<file path="config.mk">
export PLATFORM = sky130hd
export DESIGN_NAME = pin_function_select
export DESIGN_NICKNAME = d
export VERILOG_FILES = /design/src/pinmux_pkg.sv /design/src/pin_function_select.sv /design/src/pin_route.sv
export SDC_FILE = /design/constraint.sdc
export NUM_CORES = 1
export LEC_CHECK = 0
export ABC_CLOCK_PERIOD_IN_PS = 1900
export BUFFER_PORTS_ARGS = -buffer_cell sky130_fd_sc_hd__buf_2
export CORE_MARGIN = 2
export CORE_UTILIZATION = 55
export DETAILED_ROUTE_END_ITERATION = 10
export MAX_ROUTING_LAYER = met4
export PLACE_DENSITY = 0.9
export SYNTH_ARGS = -nofsm -noshare
export SYNTH_HDL_FRONTEND = slang
export SYNTH_SLANG_ARGS = --single-unit
</file>
<file path="constraint.sdc">
create_clock -name mclk -period 1.9 [get_ports mclk]
set_input_delay 0 -clock mclk [delete_from_list [all_inputs] [get_ports mclk]]
set_output_delay 0 -clock mclk [all_outputs]
set_load 0.05 [all_outputs]
</file>
<file path="src/pinmux_pkg.sv">
package pinmux_pkg;

   // Register offsets on the plain register port (chosen map).
   localparam logic [3:0] OFF_SUPPLY_SEL = 4'h0;
   localparam logic [3:0] OFF_PORTA_LOW_SEL = 4'h1;
   localparam logic [3:0] OFF_PORTA_HIGH_SEL = 4'h2;
   localparam logic [3:0] OFF_PORTB_LOW_SEL = 4'h3;
   localparam logic [3:0] OFF_PORTB_HIGH_SEL = 4'h4;
   localparam logic [3:0] OFF_PORTC_SEL = 4'h5;
   localparam logic [3:0] OFF_PORTA_DATA = 4'h6;
   localparam logic [3:0] OFF_PORTA_DIR = 4'h7;
   localparam logic [3:0] OFF_PORTB_DATA = 4'h8;
   localparam logic [3:0] OFF_PORTB_DIR = 4'h9;
   localparam logic [3:0] OFF_PORTC_DATA = 4'ha;
   localparam logic [3:0] OFF_PORTC_DIR = 4'hb;
   localparam logic [3:0] OFF_PORTA_WAKE = 4'hc;
   localparam logic [3:0] OFF_BIT_OP = 4'hd;

   // Implemented-bit masks of the selection registers.
   localparam logic [7:0] MASK_SUPPLY_SEL = 8'h03;
   localparam logic [7:0] MASK_LOW_SEL = 8'hcc;
   localparam logic [7:0] MASK_PORTB_HIGH_SEL = 8'h0f;
   localparam logic [7:0] MASK_FULL = 8'hff;
   localparam logic [7:0] MASK_PORTC = 8'h0f;

   // Values after reset.
   localparam logic [7:0] RST_SEL = 8'h00;
   localparam logic [7:0] RST_PORT = 8'hff;
   localparam logic [7:0] RST_WAKE = 8'h00;

   // Field positions of the selection registers (low bit of each field, upper bit of the supply field).
   localparam int POS_A3 = 6;
   localparam int POS_A1 = 2;
   localparam int POS_B3 = 6;
   localparam int POS_B1 = 2;
   localparam int POS_B5 = 2;
   localparam int POS_B4 = 0;
   localparam int POS_SUPPLY_HI = 1;

   // Bit-operation command word layout: [7] set/clear, [6:3] target offset, [2:0] bit.
   localparam int POS_BITOP_SET = 7;
   localparam int POS_BITOP_OFF = 3;

   // Field codes.
   localparam logic [1:0] CODE_ALT = 2'h3;
   localparam logic [1:0] CODE_A3_TIMER = 2'h2;

   // Peripheral signals that the mux routes.
   typedef struct packed {
      logic std_timer_out;
      logic std_timer_out_inv;
      logic compact_timer0_out;
      logic compact_timer0_out_inv;
      logic compact_timer1_out;
      logic compact_timer1_out_inv;
      logic aux_serial_clock_out;
      logic aux_serial_clock_oe_n;
      logic aux_serial_dout;
      logic aux_serial_select_out;
      logic aux_serial_select_oe_n;
      logic serial_clock_out;
      logic serial_clock_oe_n;
      logic serial_dout;
      logic serial_dout_oe_n;
      logic serial_din_out;
      logic serial_din_oe_n;
      logic serial_module_select_out;
      logic serial_module_select_oe_n;
   } periph_out_t;

   // Pin levels handed back to peripherals.
   typedef struct packed {
      logic aux_serial_clock_in;
      logic aux_serial_din;
      logic aux_serial_select_in;
      logic ext_irq_zero;
      logic ext_irq_one;
      logic serial_clock_in;
      logic serial_din_in;
      logic serial_module_select_in;
      logic io_supply_input_sel;
   } periph_in_t;

endpackage : pinmux_pkg

</file>
<file path="src/pin_function_select.sv">
// The address-and-strobe port and the address map were decided locally.
`timescale 1ns/10ps
`default_nettype none

module pin_function_select (
   input wire logic mclk,
   input wire logic nrst,
   input wire logic [3:0] reg_addr,
   input wire logic [7:0] reg_wdata,
   input wire logic reg_wr,
   input wire logic reg_rd,
   output logic [7:0] reg_rdata,
   input wire logic low_power_mode,
   output logic wake_req,
   output logic io_supply_select,
   input wire pinmux_pkg::periph_out_t periph_out,
   output pinmux_pkg::periph_in_t periph_in,
   input wire logic [7:0] porta_in,
   output logic [7:0] porta_out,
   output logic [7:0] porta_oe_n,
   input wire logic [7:0] portb_in,
   output logic [7:0] portb_out,
   output logic [7:0] portb_oe_n,
   input wire logic [3:0] portc_in,
   output logic [3:0] portc_out,
   output logic [3:0] portc_oe_n
);

   // Extracts the two-bit field whose low bit is at pos.
   function automatic logic [1:0] field(input logic [7:0] r, input int pos);
      field = r[pos +: 2];
   endfunction : field

   // True when a field selects its alternate function.
   function automatic logic is_alt(input logic [7:0] r, input int pos);
      is_alt = (r[pos +: 2] == pinmux_pkg::CODE_ALT);
   endfunction : is_alt

   // Selection, port and wake registers.
   logic [7:0] supply_select_reg;
   logic [7:0] porta_low_sel;
   logic [7:0] porta_high_sel;
   logic [7:0] portb_low_sel;
   logic [7:0] portb_high_sel;
   logic [7:0] portc_sel;
   logic [7:0] porta_data;
   logic [7:0] porta_dir;
   logic [7:0] portb_data;
   logic [7:0] portb_dir;
   logic [3:0] portc_data;
   logic [3:0] portc_dir;
   logic [7:0] porta_wake_enable;
   logic [7:0] porta_prev;

   // Address decode strobes.
   wire logic wr_supply = reg_wr && (reg_addr == pinmux_pkg::OFF_SUPPLY_SEL);
   wire logic wr_pals = reg_wr && (reg_addr == pinmux_pkg::OFF_PORTA_LOW_SEL);
   wire logic wr_pahs = reg_wr && (reg_addr == pinmux_pkg::OFF_PORTA_HIGH_SEL);
   wire logic wr_pbls = reg_wr && (reg_addr == pinmux_pkg::OFF_PORTB_LOW_SEL);
   wire logic wr_pbhs = reg_wr && (reg_addr == pinmux_pkg::OFF_PORTB_HIGH_SEL);
   wire logic wr_pcs = reg_wr && (reg_addr == pinmux_pkg::OFF_PORTC_SEL);
   wire logic wr_wake = reg_wr && (reg_addr == pinmux_pkg::OFF_PORTA_WAKE);
   wire logic wr_bitop = reg_wr && (reg_addr == pinmux_pkg::OFF_BIT_OP);

   // Bit-operation command: target register, bit index and set or clear.
   wire logic [3:0] bitop_off = reg_wdata[pinmux_pkg::POS_BITOP_OFF +: 4];
   wire logic [2:0] bitop_bit = reg_wdata[2:0];
   wire logic bitop_set = reg_wdata[pinmux_pkg::POS_BITOP_SET];

   // Byte read of any port register, as seen by the read-modify-write path.
   logic [7:0] port_byte;
   always_comb begin
      if (bitop_off == pinmux_pkg::OFF_PORTA_DATA) begin
         port_byte = porta_data;
      end else if (bitop_off == pinmux_pkg::OFF_PORTA_DIR) begin
         port_byte = porta_dir;
      end else if (bitop_off == pinmux_pkg::OFF_PORTB_DATA) begin
         port_byte = portb_data;
      end else if (bitop_off == pinmux_pkg::OFF_PORTB_DIR) begin
         port_byte = portb_dir;
      end else if (bitop_off == pinmux_pkg::OFF_PORTC_DATA) begin
         port_byte = {4'h0, portc_data};
      end else if (bitop_off == pinmux_pkg::OFF_PORTC_DIR) begin
         port_byte = {4'h0, portc_dir};
      end else begin
         port_byte = 8'h00;
      end
   end

   // Modified byte: whole byte read, one bit changed, written back.
   logic [7:0] rmw_byte;
   always_comb begin
      rmw_byte = port_byte;
      rmw_byte[bitop_bit] = bitop_set;
   end

   // Write data for each port register: byte write or bit operation.
   wire logic [7:0] port_wdata = wr_bitop ? rmw_byte : reg_wdata;
   wire logic [3:0] port_target = wr_bitop ? bitop_off : reg_addr;
   wire logic port_wr = reg_wr && (wr_bitop || (reg_addr >= pinmux_pkg::OFF_PORTA_DATA &&
                                                reg_addr <= pinmux_pkg::OFF_PORTC_DIR));
   wire logic next_en_pad = port_wr && (port_target == pinmux_pkg::OFF_PORTA_DATA);
   wire logic next_en_pac = port_wr && (port_target == pinmux_pkg::OFF_PORTA_DIR);
   wire logic next_en_pbd = port_wr && (port_target == pinmux_pkg::OFF_PORTB_DATA);
   wire logic next_en_pbc = port_wr && (port_target == pinmux_pkg::OFF_PORTB_DIR);
   wire logic next_en_pcd = port_wr && (port_target == pinmux_pkg::OFF_PORTC_DATA);
   wire logic next_en_pcc = port_wr && (port_target == pinmux_pkg::OFF_PORTC_DIR);

   // Selection registers keep only implemented bits, so the rest read zero.
   always_ff @(posedge mclk or negedge nrst) begin
      if (!nrst) begin
         supply_select_reg <= pinmux_pkg::RST_SEL;
         porta_low_sel <= pinmux_pkg::RST_SEL;
         porta_high_sel <= pinmux_pkg::RST_SEL;
         portb_low_sel <= pinmux_pkg::RST_SEL;
         portb_high_sel <= pinmux_pkg::RST_SEL;
         portc_sel <= pinmux_pkg::RST_SEL;
         porta_wake_enable <= pinmux_pkg::RST_WAKE;
      end else begin
         if (wr_supply) supply_select_reg <= reg_wdata & pinmux_pkg::MASK_SUPPLY_SEL;
         if (wr_pals) porta_low_sel <= reg_wdata & pinmux_pkg::MASK_LOW_SEL;
         if (wr_pahs) porta_high_sel <= reg_wdata & pinmux_pkg::MASK_FULL;
         if (wr_pbls) portb_low_sel <= reg_wdata & pinmux_pkg::MASK_LOW_SEL;
         if (wr_pbhs) portb_high_sel <= reg_wdata & pinmux_pkg::MASK_PORTB_HIGH_SEL;
         if (wr_pcs) portc_sel <= reg_wdata & pinmux_pkg::MASK_FULL;
         if (wr_wake) porta_wake_enable <= reg_wdata;
      end
   end

   // Port data and direction registers; reset leaves every pin an input, latch high.
   always_ff @(posedge mclk or negedge nrst) begin
      if (!nrst) begin
         porta_data <= pinmux_pkg::RST_PORT;
         porta_dir <= pinmux_pkg::RST_PORT;
         portb_data <= pinmux_pkg::RST_PORT;
         portb_dir <= pinmux_pkg::RST_PORT;
         portc_data <= pinmux_pkg::RST_PORT[3:0];
         portc_dir <= pinmux_pkg::RST_PORT[3:0];
      end else begin
         if (next_en_pad) porta_data <= port_wdata;
         if (next_en_pac) porta_dir <= port_wdata;
         if (next_en_pbd) portb_data <= port_wdata;
         if (next_en_pbc) portb_dir <= port_wdata;
         if (next_en_pcd) portc_data <= port_wdata[3:0];
         if (next_en_pcc) portc_dir <= port_wdata[3:0];
      end
   end

   // Alternate-function selects for every shared pin.
   wire logic a3_timer = (field(porta_low_sel, pinmux_pkg::POS_A3) == pinmux_pkg::CODE_A3_TIMER);
   wire logic a3_supply = is_alt(porta_low_sel, pinmux_pkg::POS_A3);
   wire logic a1_alt = is_alt(porta_low_sel, pinmux_pkg::POS_A1);
   wire logic b3_alt = is_alt(portb_low_sel, pinmux_pkg::POS_B3);
   wire logic b1_alt = is_alt(portb_low_sel, pinmux_pkg::POS_B1);
   wire logic b5_alt = is_alt(portb_high_sel, pinmux_pkg::POS_B5);
   wire logic b4_alt = is_alt(portb_high_sel, pinmux_pkg::POS_B4);
   logic [3:0] a_hi_alt;
   logic [3:0] c_alt;
   always_comb begin
      for (int i = 0; i < 4; i++) begin
         a_hi_alt[i] = is_alt(porta_high_sel, 2 * i);
         c_alt[i] = is_alt(portc_sel, 2 * i);
      end
   end

   // Per-pin alternate select, drive and enable vectors for port A.
   wire logic [7:0] pa_sel = {a_hi_alt[3], a_hi_alt[2], a_hi_alt[1], a_hi_alt[0],
                              a3_timer | a3_supply, 1'b0, a1_alt, 1'b0};
   wire logic [7:0] pa_alt_out = {periph_out.aux_serial_clock_out, periph_out.aux_serial_dout,
                                  1'b1, periph_out.aux_serial_select_out,
                                  periph_out.std_timer_out, 1'b1, periph_out.compact_timer1_out, 1'b1};
   // Inputs (aux din, supply) are never driven; a3 drives only for the timer.
   wire logic [7:0] pa_alt_oe_n = {periph_out.aux_serial_clock_oe_n, 1'b0, 1'b1,
                                   periph_out.aux_serial_select_oe_n,
                                   ~a3_timer, 1'b1, 1'b0, 1'b1};

   // Per-pin vectors for port B.
   wire logic [7:0] pb_sel = {2'b00, b5_alt, b4_alt, b3_alt, 1'b0, b1_alt, 1'b0};
   wire logic [7:0] pb_alt_out = {2'b11, periph_out.compact_timer1_out_inv, periph_out.compact_timer0_out_inv,
                                  periph_out.compact_timer0_out, 1'b1, periph_out.std_timer_out_inv, 1'b1};
   wire logic [7:0] pb_alt_oe_n = {2'b11, 1'b0, 1'b0, 1'b0, 1'b1, 1'b0, 1'b1};

   // Per-pin vectors for port C: 3 clock, 2 dout, 1 din, 0 select.
   wire logic [3:0] pc_alt_out = {periph_out.serial_clock_out, periph_out.serial_dout,
                                  periph_out.serial_din_out, periph_out.serial_module_select_out};
   wire logic [3:0] pc_alt_oe_n = {periph_out.serial_clock_oe_n, periph_out.serial_dout_oe_n,
                                   periph_out.serial_din_oe_n, periph_out.serial_module_select_oe_n};

   // Pin routing instances, one per port bit.
   genvar g;
   generate
      for (g = 0; g < 8; g++) begin : g_pa
         pin_route u_pa (
            .alt_sel(pa_sel[g]),
            .port_data(porta_data[g]),
            .port_dir(porta_dir[g]),
            .alt_out(pa_alt_out[g]),
            .alt_oe_n(pa_alt_oe_n[g]),
            .pin_out(porta_out[g]),
            .pin_oe_n(porta_oe_n[g])
         );
         pin_route u_pb (
            .alt_sel(pb_sel[g]),
            .port_data(portb_data[g]),
            .port_dir(portb_dir[g]),
            .alt_out(pb_alt_out[g]),
            .alt_oe_n(pb_alt_oe_n[g]),
            .pin_out(portb_out[g]),
            .pin_oe_n(portb_oe_n[g])
         );
      end
      for (g = 0; g < 4; g++) begin : g_pc
         pin_route u_pc (
            .alt_sel(c_alt[g]),
            .port_data(portc_data[g]),
            .port_dir(portc_dir[g]),
            .alt_out(pc_alt_out[g]),
            .alt_oe_n(pc_alt_oe_n[g]),
            .pin_out(portc_out[g]),
            .pin_oe_n(portc_oe_n[g])
         );
      end
   endgenerate

   // Pin levels handed to peripherals; interrupts share the plain-I/O code.
   assign periph_in.aux_serial_clock_in = porta_in[7];
   assign periph_in.aux_serial_din = a_hi_alt[1] ? porta_in[5] : 1'b0;
   assign periph_in.aux_serial_select_in = a_hi_alt[0] ? porta_in[4] : 1'b1;
   assign periph_in.ext_irq_one = b5_alt ? 1'b0 : portb_in[5];
   assign periph_in.ext_irq_zero = b4_alt ? 1'b0 : portb_in[4];
   assign periph_in.serial_clock_in = c_alt[3] ? portc_in[3] : 1'b0;
   assign periph_in.serial_din_in = c_alt[1] ? portc_in[1] : 1'b1;
   assign periph_in.serial_module_select_in = c_alt[0] ? portc_in[0] : 1'b1;
   assign periph_in.io_supply_input_sel = a3_supply;

   // Port C supply: the upper field bit alone chooses the I/O supply.
   assign io_supply_select = supply_select_reg[pinmux_pkg::POS_SUPPLY_HI];

   // Port A wake: falling edge on an enabled plain-I/O pin while asleep.
   wire logic [7:0] wake_qual = porta_wake_enable & ~pa_sel;
   wire logic [7:0] fall = porta_prev & ~porta_in;
   always_ff @(posedge mclk or negedge nrst) begin
      if (!nrst) begin
         porta_prev <= 8'hff;
         wake_req <= 1'b0;
      end else begin
         porta_prev <= porta_in;
         wake_req <= low_power_mode && |(fall & wake_qual);
      end
   end

   // Read mux; unmapped offsets and unimplemented bits read zero.
   logic [7:0] next_rdata;
   always_comb begin
      if (reg_addr == pinmux_pkg::OFF_SUPPLY_SEL) begin
         next_rdata = supply_select_reg;
      end else if (reg_addr == pinmux_pkg::OFF_PORTA_LOW_SEL) begin
         next_rdata = porta_low_sel;
      end else if (reg_addr == pinmux_pkg::OFF_PORTA_HIGH_SEL) begin
         next_rdata = porta_high_sel;
      end else if (reg_addr == pinmux_pkg::OFF_PORTB_LOW_SEL) begin
         next_rdata = portb_low_sel;
      end else if (reg_addr == pinmux_pkg::OFF_PORTB_HIGH_SEL) begin
         next_rdata = portb_high_sel;
      end else if (reg_addr == pinmux_pkg::OFF_PORTC_SEL) begin
         next_rdata = portc_sel;
      end else if (reg_addr == pinmux_pkg::OFF_PORTA_DATA) begin
         next_rdata = porta_data;
      end else if (reg_addr == pinmux_pkg::OFF_PORTA_DIR) begin
         next_rdata = porta_dir;
      end else if (reg_addr == pinmux_pkg::OFF_PORTB_DATA) begin
         next_rdata = portb_data;
      end else if (reg_addr == pinmux_pkg::OFF_PORTB_DIR) begin
         next_rdata = portb_dir;
      end else if (reg_addr == pinmux_pkg::OFF_PORTC_DATA) begin
         next_rdata = {4'h0, portc_data};
      end else if (reg_addr == pinmux_pkg::OFF_PORTC_DIR) begin
         next_rdata = {4'h0, portc_dir};
      end else if (reg_addr == pinmux_pkg::OFF_PORTA_WAKE) begin
         next_rdata = porta_wake_enable;
      end else begin
         next_rdata = 8'h00;
      end
   end

   // Read data stands one cycle after the read strobe only.
   always_ff @(posedge mclk or negedge nrst) begin
      if (!nrst) begin
         reg_rdata <= 8'h00;
      end else begin
         reg_rdata <= reg_rd ? next_rdata : 8'h00;
      end
   end

   // Assertions.
   chk_supply_unimpl_zero: assert property (@(posedge mclk) disable iff (!nrst)
      (supply_select_reg & ~pinmux_pkg::MASK_SUPPLY_SEL) == 8'h00)
      else $error("supply select holds unimplemented bits");
   chk_read_zero_bits: assert property (@(posedge mclk) disable iff (!nrst)
      reg_rd && reg_addr == pinmux_pkg::OFF_PORTB_HIGH_SEL |=> reg_rdata[7:4] == 4'h0)
      else $error("unimplemented select bits read nonzero");
   chk_supply_follows: assert property (@(posedge mclk) disable iff (!nrst)
      wr_supply |=> io_supply_select == $past(reg_wdata[1]))
      else $error("supply select did not follow write");
   chk_a1_timer: assert property (@(posedge mclk) disable iff (!nrst)
      wr_pals && reg_wdata[3:2] == 2'h3 |=> porta_out[1] == periph_out.compact_timer1_out && !porta_oe_n[1])
      else $error("pin a1 not routed to compact timer 1");
   chk_b1_inv_timer: assert property (@(posedge mclk) disable iff (!nrst)
      b1_alt |-> portb_out[1] == periph_out.std_timer_out_inv)
      else $error("pin b1 not routed to inverted timer");
   chk_c3_serial: assert property (@(posedge mclk) disable iff (!nrst)
      wr_pcs && reg_wdata[7:6] != 2'h3 |=> portc_out[3] == portc_data[3] && portc_oe_n[3] == portc_dir[3])
      else $error("pin c3 left plain I/O incorrectly");
   chk_a3_supply_hiz: assert property (@(posedge mclk) disable iff (!nrst)
      a3_supply |-> porta_oe_n[3])
      else $error("pin a3 driven while it is supply input");
   chk_rmw_bit: assert property (@(posedge mclk) disable iff (!nrst)
      wr_bitop && bitop_off == pinmux_pkg::OFF_PORTA_DIR |=>
      porta_dir[$past(bitop_bit)] == $past(bitop_set) &&
      ((porta_dir ^ $past(porta_dir)) & ~(8'h01 << $past(bitop_bit))) == 8'h00)
      else $error("bit operation disturbed other bits");
   chk_wake_gate: assert property (@(posedge mclk) disable iff (!nrst)
      !low_power_mode |=> !wake_req)
      else $error("wake raised outside low power mode");
   chk_reset_input: assert property (@(posedge mclk)
      $rose(nrst) |-> porta_oe_n == 8'hff && portb_oe_n == 8'hff)
      else $error("pins not inputs after reset");

endmodule : pin_function_select

`default_nettype wire

</file>
<file path="src/pin_route.sv">
`timescale 1ns/10ps
`default_nettype none

// One pin: chooses between the port latch/direction and a peripheral drive.
module pin_route (
   input wire logic alt_sel,
   input wire logic port_data,
   input wire logic port_dir,
   input wire logic alt_out,
   input wire logic alt_oe_n,
   output logic pin_out,
   output logic pin_oe_n
);
   // Port direction 0 drives the pin, 1 leaves it an input.
   assign pin_out = alt_sel ? alt_out : port_data;
   assign pin_oe_n = alt_sel ? alt_oe_n : port_dir;
endmodule : pin_route

`default_nettype wire

</file>
======== After elaboration in Yosys (flattened, before gate mapping) ========
Index checks and enable logic that the tools add are counted.
word-level totals
  logic and storage cells ................. 148
  input port bits ......................... 56
  output and inout bits ................... 59
  register bits ........................... 95
cells by class
  bitwise logic cells ..................... 7
  equality and inequality tests ........... 40
  $lt $le $gt $ge ......................... 4
  reductions and logical operators ........ 21
  multiplexer cells ....................... 60
operator list
  kind                                                                                 number
  8-bit 2-to-1 mux                                                                     19
  4-bit == test, second input constant                                                 14
  1-bit 2-to-1 mux                                                                     36
  4-bit by 3-bit == test with 1-bit output, second input constant                      8
  2-bit == test, second input constant                                                 15
  8-bit AND                                                                            3
  1-bit logical AND                                                                    18
  8-bit inverter                                                                       2
  4-bit 2-to-1 mux                                                                     3
  8-bit bitwise mux                                                                    1
  4-bit by 2-bit == test with 1-bit output, second input constant                      2
  8-bit OR reduction                                                                   1
  4-bit by 1-bit == test with 1-bit output, second input constant                      1
  4-bit by 3-bit greater-or-equal comparator with 1-bit output, second input constant  1
  4-bit <= comparator, second input constant                                           1
  4-bit zero test                                                                      1
  3-bit by 4-bit less-than comparator with 1-bit output, second input constant         1
  1-bit demux with 3-bit select                                                        1
  3-bit by 1-bit greater-or-equal comparator with 1-bit output, second input constant  1
  1-bit logical OR                                                                     1
  1-bit inverter                                                                       1
  1-bit OR                                                                             1

======== Logic depth before layout (Yosys ltp) ========
Gate-level depths: netlist (run 1).
  depth after elaboration ................. 15
  mapped depth ............................ 8
  mapped depth without buffers ............ 5

======== Hierarchy ========
Synthesis (run 1) repeated with hierarchy kept, for this count alone.
second synthesis, totals
  cell total of the unflattened synthesis .. 537
  area, all modules ....................... 5,748.0 um^2
modules (own cells, without submodules)
  module               times used  area each (um^2)  sequential area each (um^2)  cells each
  pin_function_select  1           5,297.6           2,437.3                      497
  pin_route            20          22.5              0.0                          2

======== Worst setup path after synthesis (run 1) ========
No wires, ideal clock.
  path type ............................... flip-flop to flip-flop
  from .................................... register portc_dir[1]
  to ...................................... register porta_dir[1]
  setup time .............................. 0.061 ns
  data required time ...................... 1.839 ns
  path buffers ............................ 0
  data arrival time ....................... 1.509 ns
  setup slack ............................. 0.331 ns
  clock period less this slack ............ 1.569 ns
  cell stages (with the launch flop) ...... 6
  cells stage by stage .................... dfstp_2 and3b_1 nor4_1 a211oi_1 o32ai_2 mux2_2
between the ends
  longest elaborated chain between the ends .. 8
RTL lines
  what                    RTL line                    RTL
  start, declared         pin_function_select.sv:51   logic [3:0] portc_dir;
  start signal, assigned  pin_function_select.sv:138  portc_dir <= pinmux_pkg::RST_PORT[3:0];
  start signal, assigned  pin_function_select.sv:145  if (next_en_pcc) portc_dir <= port_wdata[3:0];
  4-bit 2-to-1 mux        pin_function_select.sv:83   end else if (bitop_off == pinmux_pkg::OFF_PORTC_DIR) begin
  4-bit 2-to-1 mux        pin_function_select.sv:81   end else if (bitop_off == pinmux_pkg::OFF_PORTC_DATA) begin
  8-bit 2-to-1 mux        pin_function_select.sv:79   end else if (bitop_off == pinmux_pkg::OFF_PORTB_DIR) begin
  8-bit 2-to-1 mux        pin_function_select.sv:77   end else if (bitop_off == pinmux_pkg::OFF_PORTB_DATA) begin
  8-bit 2-to-1 mux        pin_function_select.sv:75   end else if (bitop_off == pinmux_pkg::OFF_PORTA_DIR) begin
  8-bit 2-to-1 mux        pin_function_select.sv:73   if (bitop_off == pinmux_pkg::OFF_PORTA_DATA) begin
  8-bit bitwise mux       pin_function_select.sv:94   rmw_byte[bitop_bit] = bitop_set;
  8-bit 2-to-1 mux        pin_function_select.sv:98   wire logic [7:0] port_wdata = wr_bitop ? rmw_byte : reg_wdata;
  end signal, assigned    pin_function_select.sv:134  porta_dir <= pinmux_pkg::RST_PORT;
  end signal, assigned    pin_function_select.sv:141  if (next_en_pac) porta_dir <= port_wdata;
  end, declared           pin_function_select.sv:47   logic [7:0] porta_dir;
Every way passes these cells.
A chain may end at the register's enable or synchronous reset.

======== Worst setup path in the final report (run 1) ========
  from .................................... register portc_dir[1]
  to ...................................... register portc_data[1]
between the ends
  longest elaborated chain between the ends .. 8
RTL lines
  what                  RTL line                    RTL
  4-bit 2-to-1 mux      pin_function_select.sv:83
  4-bit 2-to-1 mux      pin_function_select.sv:81
  8-bit 2-to-1 mux      pin_function_select.sv:79
  8-bit 2-to-1 mux      pin_function_select.sv:77
  8-bit 2-to-1 mux      pin_function_select.sv:75
  8-bit 2-to-1 mux      pin_function_select.sv:73
  8-bit bitwise mux     pin_function_select.sv:94
  8-bit 2-to-1 mux      pin_function_select.sv:98
  end signal, assigned  pin_function_select.sv:137  portc_data <= pinmux_pkg::RST_PORT[3:0];
  end signal, assigned  pin_function_select.sv:144  if (next_en_pcd) portc_data <= port_wdata[3:0];
  end, declared         pin_function_select.sv:50   logic [3:0] portc_data;
Every way passes these cells.

==> results of run 1 <==
==> critical path: stages (launching register included) <==
cell and delay, ps:
dfstp_2 530, and3b_1 170, nor4_1 330, a211oi_1 130, o32ai_2 210, buf_4 190, mux2_2 160
==> layout make-up <==
type                    instances  share of cell area
clock buffers                  10             0.01974
clock inverters                 6            0.009690
inverters                      11            0.005921
multi-input cells             402              0.4353
flip-flops and latches         95              0.3495
well taps                     140             0.02512
repair buffers                172              0.1547
==> worst paths after layout <==
kind,endpoint,slack [ps],startpoint
max in group asynchronous,porta_dir[5],1040,nrst
min in group asynchronous,portc_sel[7],140,nrst
worst min-delay path,porta_wake_enable[5],50,reg_wdata[5]
worst max register to register,portc_data[1],140,portc_dir[1]
worst max-delay path,portc_data[1],140,portc_dir[1]
worst min register to register,supply_select_reg[0],540,supply_select_reg[0]
==> routing by layer <==
| metal | GRT usage | part of all wire |
|---|---|---|
| met5 | - | 0 |
| met4 | 0.1337 | 0.035 |
| met3 | 0.04943 | 0.076 |
| met2 | 0.5094 | 0.47 |
| met1 | 0.4421 | 0.42 |
==> cell families (layout without fill, tap and decap cells) <==
logic type	after synthesis	in the layout	synth area share
muxes	108	108	0.2018
buffers and inverters	83	199	0.08436
and+or+nand+nor	170	170	0.1587
AOI/OAI and AO/OA	124	124	0.1474
DFF	95	95	0.4078
==> cell usage in the layout (no fill, tap or decap), types with 3 or more instances in the layout <==
| master | instances |
|---|---|
| buf_2 | 106 |
| mux2_2 | 90 |
| buf_4 | 53 |
| dfstp_2 | 48 |
| dfrtp_1 | 47 |
| nand2_1 | 46 |
| o21ai_0 | 30 |
| nor2_1 | 27 |
| a21oi_1 | 26 |
| mux2i_1 | 17 |
| nand3_1 | 13 |
| nand2b_1 | 12 |
| inv_1 | 11 |
| nor3_1 | 11 |
| dlygate4sd3_1 | 11 |
| nor2b_1 | 10 |
| clkbuf_8 | 10 |
| a211oi_1 | 9 |
| and2_1 | 8 |
| o211ai_1 | 5 |
| and3b_1 | 5 |
| a22o_1 | 5 |
| o22ai_1 | 5 |
| and3_1 | 5 |
| o221ai_1 | 5 |
| nand3b_1 | 5 |
| a21boi_0 | 4 |
| nor3b_1 | 4 |
| o31a_1 | 4 |
| a31oi_1 | 3 |
| or2_2 | 3 |
| nand4b_1 | 3 |
| nor4_1 | 3 |
==> report_power, final <==
part           switching [mW]  internal (mW)
Clock                   0.766          0.652
Combinational            1.76          0.945
Sequential              0.483           2.59
==> per-stage QoR <==
| stage | cells | utilization |
|---|---|---|
| final | 836 | 0.6518 |
| after global routing | 836 | 0.6518 |
| after floorplan | 580 | - |
| after detailed placement | 809 | 0.6223 |
| after global placement | 809 | 0.6223 |
| after CTS | 836 | 0.6518 |
==> flow_metrics.py, run 1 <==
metrics = {
    "status": {
        "run_status": "complete, no violations",
    },
    "cts": {
        "cts_resized": 0,
        "numClockSinks": 95,
        "clk_pin_slew_worst_paths_ps": 90,
        "cts_tree": "built",
        "cts_root_buf": "clkbuf_8",
        "ctsHoldBuffers": 11,
        "cts_buffers": 9,
        "cts_setup_buffers": 0,
        "clk-insertion-delay-late_ps": 380,
        "cts_buffer_depth": 2,
        "htreeDepth": 3,
    },
    "sta": {
        "slew_violations": 0,
        "layout_setup_ws_ps": 138.1,
        "clock_skew_ps": 9.902,
        "worst_slew_pin_slew_ps": 768.8,
        "whs_ps": 53.30,
        "min_period_ps": 1762,
        "max_freq_mhz": 567.6,
        "max_slew_margin": 0.4836,
        "hold_viol_final": 0,
        "final.period_utilization": 0.9273,
        "setup_violations": 0,
        "setup_tns_ps": 0,
        "rsz0062_at_grt": "no",
    },
    "logic_synthesis": {
        "ys_ff_latch": 95,
        "yosysTopAreaCellShare": 0.2110,
        "synthArstFlopShare": 1.000,
        "syn_inst": 580,
        "ys_types": 68,
        "netlist_area_um2": 5977,
        "synth_ff_type": "dfstp_2",
        "synth.most_common_cell": "mux2_2",
        "ys_seq_area_frac": 0.4078,
        "synth_fp_nets": 636,
        "ys.warnings.count": 0,
        "synth_common_cells": "mux2_2 (90), dfstp_2 (48), dfrtp_1 (47)",
        "netlist_top_cells_area": "dfstp_2 (21%), dfrtp_1 (20%), mux2_2 (17%), buf_4 (5.7%), nand2_1 (2.9%)",
        "synth_edf_count": 0,
        "yosys.area.top_type": "dfstp_2",
        "syn_avg_cell_area_um2": 10.31,
    },
    "worst_hold_path": {
        "hold_class": "in -> reg",
        "min_path_cells": 2,
    },
    "die": {
        "pin_count": 115,
        "dieArea_um2": 11720,
        "initial_utilization": 0.5587,
        "placementRows": 38,
        "die_w_um": 108.2,
        "core_area_um2": 10700,
        "die_h_um": 108.2,
    },
    "critical_path": {
        "arrival_ps": 2080,
        "end_kind": "flip-flop",
        "rr_worst_depth": 6,
        "worstSetupPathType": "reg -> reg",
        "required_ps": 2220,
        "path_max_fanout": 6,
        "start_kind": "flip-flop",
    },
    "pwr": {
        "irDropWorstVdd_mv": 0.7505,
        "p_total_mw": 7.196,
        "leakage_nw": 3.130,
        "cellPowerDensity_nw_per_um2": 1032,
    },
    "global_route": {
        "grt_pass1_wl_mm": 27.84,
        "grt_max_degree": 53,
        "overflow": 0,
        "antenna_found_initial": 0,
        "grt_usage": 0.3312,
        "grt_pass1_vias": 4963,
    },
    "placed_design": {
        "detailed_place.area_um2": 6658,
        "io_buffers": 107,
        "place_congestion": 0.9855,
        "dp_worst_setup_slack_ps": -76.22,
        "dp_hpwl_mm": 13.83,
    },
    "drt": {
        "vias_per_cell": 6.207,
        "first_iter_violations": 412,
        "wl_per_cell_um": 21.92,
        "drt_pre_antenna_iters": 5,
        "wirelength_mm": 18.33,
        "drc": 0,
        "via_count": 5189,
        "final_antenna_net_count": 0,
    },
    "final_layout": {
        "multi_input_area_um2": 3035,
        "regArea_um2": 2437,
        "diodes": 0,
        "nNetsFinal": 747,
        "synthToLayoutAreaGrowth_pct": 16.66,
        "design_area_um2": 6973,
        "fillers": 878,
        "drive_gt1_frac": 0.4770,
    },
    "job": {
        "maxCapViolCount": 0,
    },
}
Note: power is estimated with default switching activity, not from simulation.
==> inputs of run 2 (changes only) <==
==> constraint.sdc (replaced) <==
create_clock -name mclk -period 1.9 [get_ports mclk]
set_input_delay 0.285 -clock mclk [delete_from_list [all_inputs] [get_ports mclk]]
set_output_delay 0.285 -clock mclk [all_outputs]
set_load 0.05 [all_outputs]
==> run 2 against run 1 <==
  * Total power shrank 1.4%
  * Utilization grew 1.3 points
  * First-iteration DRC count shrank 5.8%
  * Die area is the same
  * Largest cell class unchanged
  * Critical endpoint is now porta_oe_n[7]
  * Highest routed layer unchanged
  * Worst setup slack lost 77 ps
  * Combinational power is essentially flat
  * Global-route usage shrank 0.50 points
  * Non-clock buffer count grew 23
==> flow_metrics.py, run 2 (synthesis gave the netlist of run 1 again) <==
metrics = {
    "critical_path": {
        "r2r_end": "porta_data[1]",
        "arrival_ps": 1550,
        "rr_worst_depth": 6,
        "critical_path.cell_chain": "nand2_1 -> mux2_2 -> buf_2",
        "start_kind": "flip-flop",
        "cp_slowest_cell": "dfrtp_1",
        "required_ps": 1620,
        "end_kind": "output pin",
        "worstSetupPathType": "reg -> out",
        "path_max_fanout": 3,
        "r2r_start": "portc_dir[1]",
        "slowest_delay_ps": 410,
        "r2r_slack_ps": 90,
    },
    "drt": {
        "final_antenna_net_count": 0,
        "vias_per_cell": 6.133,
        "wirelength_mm": 18.24,
        "drc": 0,
        "wl_per_cell_um": 21.23,
        "first_iter_violations": 388,
        "via_count": 5268,
        "drt_pre_antenna_iters": 5,
    },
    "status": {
        "run_status": "complete, no violations",
    },
    "cts": {
        "cts_buffers": 9,
        "htreeDepth": 3,
        "cts_tree": "built",
        "cts_setup_buffers": 0,
        "clk_pin_slew_worst_paths_ps": 100,
        "numClockSinks": 95,
        "cts_root_buf": "clkbuf_8",
        "cts_buffer_depth": 2,
        "clk-insertion-delay-late_ps": 380,
    },
    "sta": {
        "worst_slew_pin_slew_ps": 787.2,
        "setup_tns_ps": 0,
        "rsz0062_at_grt": "no",
        "slew_violations": 0,
        "whs_ps": 2.287,
        "clock_skew_ps": 8.541,
        "max_freq_mhz": 543.9,
        "setup_violations": 0,
        "min_period_ps": 1838,
        "max_slew_margin": 0.4713,
        "final.period_utilization": 0.9676,
        "hold_viol_final": 0,
        "layout_setup_ws_ps": 61.50,
    },
    "die": {
        "dieArea_um2": 11720,
        "core_area_um2": 10700,
        "pin_count": 115,
        "placementRows": 38,
        "initial_utilization": 0.5587,
        "die_w_um": 108.2,
        "die_h_um": 108.2,
    },
    "pwr": {
        "pwr-share-seq": 0.432,
        "cellPowerDensity_nw_per_um2": 998.1,
        "intPower_mw": 4.091,
        "switching_power_mw": 3.007,
        "swShare": 0.4237,
        "irDropWorstVdd_mv": 0.7087,
        "clockPowerShare": 0.184,
        "leakage_nw": 3.236,
        "combPwrFrac": 0.384,
        "p_total_mw": 7.098,
    },
    "final_layout": {
        "mostFrequentLayoutCells": "buf_2 (106), mux2_2 (90), buf_4 (83), dfstp_2 (48), dfrtp_1 (47)",
        "layout.cells.non_filler": 859,
        "drive_gt1_frac": 0.5035,
        "diodes": 0,
        "fillers": 875,
        "synthToLayoutAreaGrowth_pct": 18.99,
        "layout_commonest_cell": "buf_2",
        "nNetsFinal": 770,
    },
    "global_route": {
        "overflow": 0,
        "grt_pass1_wl_mm": 27.70,
        "grt_pass1_vias": 5215,
        "grt_max_degree": 96,
        "grt_usage": 0.3261,
        "antenna_found_initial": 0,
    },
    "placed_design": {
        "dp_cells": 839,
        "dp_worst_setup_slack_ps": -162.2,
        "place_congestion": 0.9896,
        "io_buffers": 107,
        "dp_hpwl_mm": 14.03,
    },
    "worst_hold_path": {
        "min_path_cells": 1,
        "min-delay-start": "porta_in[1]",
        "hold_end": "porta_prev[1]",
        "hold_class": "in -> reg",
    },
    "job": {
        "maxCapViolCount": 0,
    },
}
==> run 2: cell types whose count changed in the layout (fill, tap and decap cells not counted), sizes merged <==
| cell | before | now |
|---|---|---|
| buf | 161 | 191 |
| bufinv | 1 | 0 |
| clkbuf | 10 | 11 |
| clkinv | 1 | 2 |
| clkinvlp | 2 | 1 |
| dlygate4sd3 | 11 | 4 |
==> run 2: cell type report <==
type	instances	area (um^2)	area share
Clock buffer	11	141.4	0.01988
Clock inverter	5	41.29	0.005806
Sequential cell	95	2437	0.3427
Tap cell	140	175.2	0.02463
Timing Repair Buffer	195	1234	0.1735
Multi-Input combinational cell	402	3042	0.4277
Inverter	11	41.29	0.005806
==> run 2: through the flow <==
stage / util / area, um^2
floorplan: - / 5977
global placement: 0.6434 / 6883
detailed placement: 0.6434 / 6883
CTS: 0.6623 / 7086
global route: 0.6648 / 7112
finish: 0.6648 / 7112
==> run 2: what timing repair did <==
| action | in CTS | in global routing |
|---|---|---|
| hold buffers | 2 | 2 |
| hold endpoints to repair | 48 | 2 |
| endpoints found under the setup margin | 0 | 4 |
| resized for setup | 0 | 1 |
==> run 2: routing by layer <==
metal | vias to the layer above | wire length [um] | share of wire | track usage
met5 | - | 0 | 0 | -
met3 | 58 | 1425 | 0.078 | 0.04822
li1 | 2348 | - | - | -
met1 | 2576 | 7244 | 0.40 | 0.4026
met4 | 0 | 824 | 0.045 | 0.1658
met2 | 286 | 8743 | 0.48 | 0.5234
==> run 2: power groups by stage <==
stage / combinational, mW / sequential [mW] / clock (mW)
after CTS: 2.72 / 3.05 / 1.31
final: 2.73 / 3.07 / 1.30
after global routing: 2.88 / 3.10 / 1.39
after detailed placement: 2.71 / 3.09 / 0
after global placement: 2.64 / 3.06 / 0
after floorplan: 2.25 / 2.93 / 0
==> run 2: how the worst max path moves through the flow <==
stage,start,to,slack (ps)
5_1_grt,portc_dir[0],portc_dir[0],4
2_1_floorplan,reg_addr[2],porta_dir[0],200
3_3_place_gp,reg_addr[1],porta_dir[7],-140
3_5_place_dp,reg_addr[1],porta_dir[4],-160
6_report,porta_high_sel[6],porta_oe_n[7],60
4_1_cts,porta_high_sel[6],porta_oe_n[7],60
==> run 2: worst max-delay path, delay by kind of cell (launching register included) <==
family                 cells  cell delay [ps]
buffers and inverters      1              210
DFF                        1              410
muxes                      1              360
and+or+nand+nor            1              190
==> inputs of run 3 (changes only) <==
Settings changed: PLACE_DENSITY 0.9 to 0.91, SYNTH_HIERARCHICAL set to 1.
==> run 3 against run 2 <==
  * Sequential power rose by 2%
  * Critical path depth is the same
  * Clock skew rose by 5.2 ps
  * Via count shrank 5.2%
  * Area after synthesis decreased by 3.8%
  * Die area fell by 3.7%
  * Critical endpoint is now portb_oe_n[5]
  * Largest cell class unchanged
==> flow_metrics.py, run 3 <==
metrics = {
    "status": {
        "run_status": "complete, no violations",
    },
    "global_route": {
        "grt_pass1_wl_mm": 26.62,
        "grt_util_met3": 0.03679,
        "grt_pass1_vias": 4982,
        "overflow": 0,
        "met2_usage": 0.5114,
        "grt_usage": 0.3217,
        "antenna_found_initial": 0,
        "grtUsageMet1": 0.4196,
        "top_usage_layer": "met2",
        "grt_max_degree": 43,
    },
    "logic_synthesis": {
        "yosys.area.top_type": "mux2_2",
        "synth_compound_area_frac": 0.1215,
        "synth_common_cells": "mux2_2 (117), dfstp_2 (48), dfrtp_1 (47)",
        "ys_seq_area_frac": 0.4240,
        "yosysTopAreaCellShare": 0.2292,
        "synth_edf_count": 0,
        "ys_types": 62,
        "synth-simple-area-share": 0.1400,
        "ys.warnings.count": 6,
        "syn_inst": 537,
        "synth.area.mux_share": 0.2745,
        "synth_xor_xnor_area_share": 0.001524,
        "netlist_area_um2": 5748,
        "synthArstFlopShare": 1.000,
        "synth.most_common_cell": "mux2_2",
        "netlist_top_cells_area": "mux2_2 (23%), dfstp_2 (22%), dfrtp_1 (20%), a21oi_1 (3.0%), mux2i_1 (3.0%)",
        "synth_top_family_by_area": "multiplexers",
        "synth_ff_type": "dfstp_2",
        "syn_avg_cell_area_um2": 10.70,
        "ys_ff_latch": 95,
        "synth_fa_ha_area_frac": 0,
    },
    "final_layout": {
        "drive_gt1_frac": 0.5014,
        "layout_commonest_cell": "mux2_2",
        "layout.cells.non_filler": 850,
        "synthToLayoutAreaGrowth_pct": 22.75,
        "mostFrequentLayoutCells": "mux2_2 (117), buf_2 (106), buf_4 (49), dfstp_2 (48), dfrtp_1 (47)",
        "fillers": 806,
        "design_area_um2": 7056,
        "nNetsFinal": 765,
        "diodes": 0,
    },
    "die": {
        "dieArea_um2": 11280,
        "placementRows": 37,
        "die_h_um": 106.2,
        "core_area_um2": 10230,
        "initial_utilization": 0.5618,
        "die_w_um": 106.2,
        "pin_count": 115,
    },
    "placed_design": {
        "place_congestion": 0.9478,
        "dp_hpwl_mm": 13.06,
        "detailed_place.area_um2": 6782,
        "io_buffers": 107,
        "dp_cells": 825,
    },
    "drt": {
        "first_iter_violations": 305,
        "wirelength_mm": 16.99,
        "final_antenna_net_count": 0,
        "drc": 0,
        "wl_per_cell_um": 19.99,
        "via_count": 4995,
        "vias_per_cell": 5.876,
        "drt_pre_antenna_iters": 5,
    },
    "job": {
        "maxCapViolCount": 0,
    },
    "cts": {
        "clk-insertion-delay-late_ps": 390,
        "cts_buffer_depth": 2,
        "cts_root_buf": "clkbuf_8",
        "cts_setup_buffers": 0,
        "numClockSinks": 95,
        "cts_tree": "built",
        "htreeDepth": 3,
        "cts_buffers": 9,
        "clk_pin_slew_worst_paths_ps": 100,
    },
    "sta": {
        "rsz0062_at_grt": "no",
        "worst_slew_pin_slew_ps": 504.2,
        "slew_violations": 0,
        "whs_ps": 127.4,
        "max_slew_margin": 0.6639,
        "hold_viol_final": 0,
        "max_freq_mhz": 541.0,
        "final.period_utilization": 0.9729,
        "min_period_ps": 1849,
        "clock_skew_ps": 13.71,
        "setup_violations": 0,
    },
    "pwr": {
        "irDropWorstVdd_mv": 0.6224,
        "p_total_mw": 7.149,
        "leakage_nw": 3.171,
        "cellPowerDensity_nw_per_um2": 1013,
    },
    "critical_path": {
        "cp_slowest_cell": "dfrtp_1",
        "path_max_fanout": 3,
        "end_kind": "output pin",
        "r2r_start": "portc_dir[3]",
        "r2r_slack_ps": 50,
        "start_kind": "flip-flop",
        "arrival_ps": 1560,
        "r2r_end": "portb_data[3]",
        "slowest_delay_ps": 390,
        "required_ps": 1620,
        "worstSetupPathType": "reg -> out",
        "critical_path.cell_chain": "and2_1 -> mux2_2 -> buf_2",
        "rr_worst_depth": 5,
    },
    "worst_hold_path": {
        "min_path_cells": 2,
        "min-delay-start": "low_power_mode",
        "hold_class": "in -> reg",
        "hold_end": "wake_req",
    },
}
[run 3: cell count changes in the layout (fill, tap and decap cells not counted), moves of 9 or more]
cell / before / now
o22ai_1: 5 / 14
conb_1: 0 / 32
buf_4: 83 / 49
nor3_1: 11 / 20
nand2_1: 46 / 34
a21oi_1: 26 / 35
mux2_2: 90 / 117
[run 3: final cells by class]
type	count	area (um^2)	share of cell area
Sequential cell	95	2437	0.3455
Multi-Input combinational cell	430	3218	0.4561
Tap cell	136	170.2	0.02412
Timing Repair Buffer	166	1028	0.1458
Inverter	7	26.28	0.003724
Clock inverter	6	47.55	0.006739
Clock buffer	10	127.6	0.01809
[run 3: power breakdown]
| part | total (mW) | internal (mW) | switching [mW] |
|---|---|---|---|
| sequential | 3.13 | 2.63 | 0.509 |
| combinational | 2.80 | 1.05 | 1.74 |
| clock | 1.22 | 0.479 | 0.740 |
[run 3: cell families (layout without fill, tap and decap cells)]
logic type,after synthesis,in the layout
mux,139,139
other cells,2,32
compound gates,111,111
simple gates,147,147
flops,95,95
xor+xnor,1,1
buf+inv,42,189
[run 3: repair_timing]
item	in CTS	in global routing
endpoints found under the setup margin	4	10
pin swaps	0	1
hold endpoints to repair	27	0
hold buffers	9	0
gates resized for setup	2	4
[run 3: worst max-delay path: cells and delay by family, from the launching register on]
family / cells / cell delay [ps]
flip-flops: 1 / 390
multiplexers: 1 / 360
AND/OR/NAND/NOR: 1 / 220
buffers and inverters: 1 / 210
[run 3: metal layers]
metal	wire length, um	part of all wire	vias up
li1	-	-	2269
met1	7078	0.42	2456
met2	8369	0.49	229
met3	1091	0.064	41
met4	454	0.027	0
met5	0	0	-
[run 3: metrics by stage]
step,utilization,setup WS (ps),TNS [ps]
floorplan,-,180.4,0
global placement,0.6628,-14.37,-137.5
detailed placement,0.6628,-80.52,-1763
CTS,0.6890,17.30,0
global route,0.6896,7.233,0
finish,0.6896,51.48,0
[run 3: worst max path at each step]
stage	from	end	slack [ps]
after floorplan	reg_addr[1]	porta_data[7]	180
after global placement	reg_wdata[4]	porta_data[0]	-10
final	portb_high_sel[2]	portb_oe_n[5]	50
after global routing	portc_dir[2]	portb_dir[2]	7
after detailed placement	reg_addr[1]	porta_data[0]	-80
after CTS	porta_high_sel[0]	porta_oe_n[4]	20
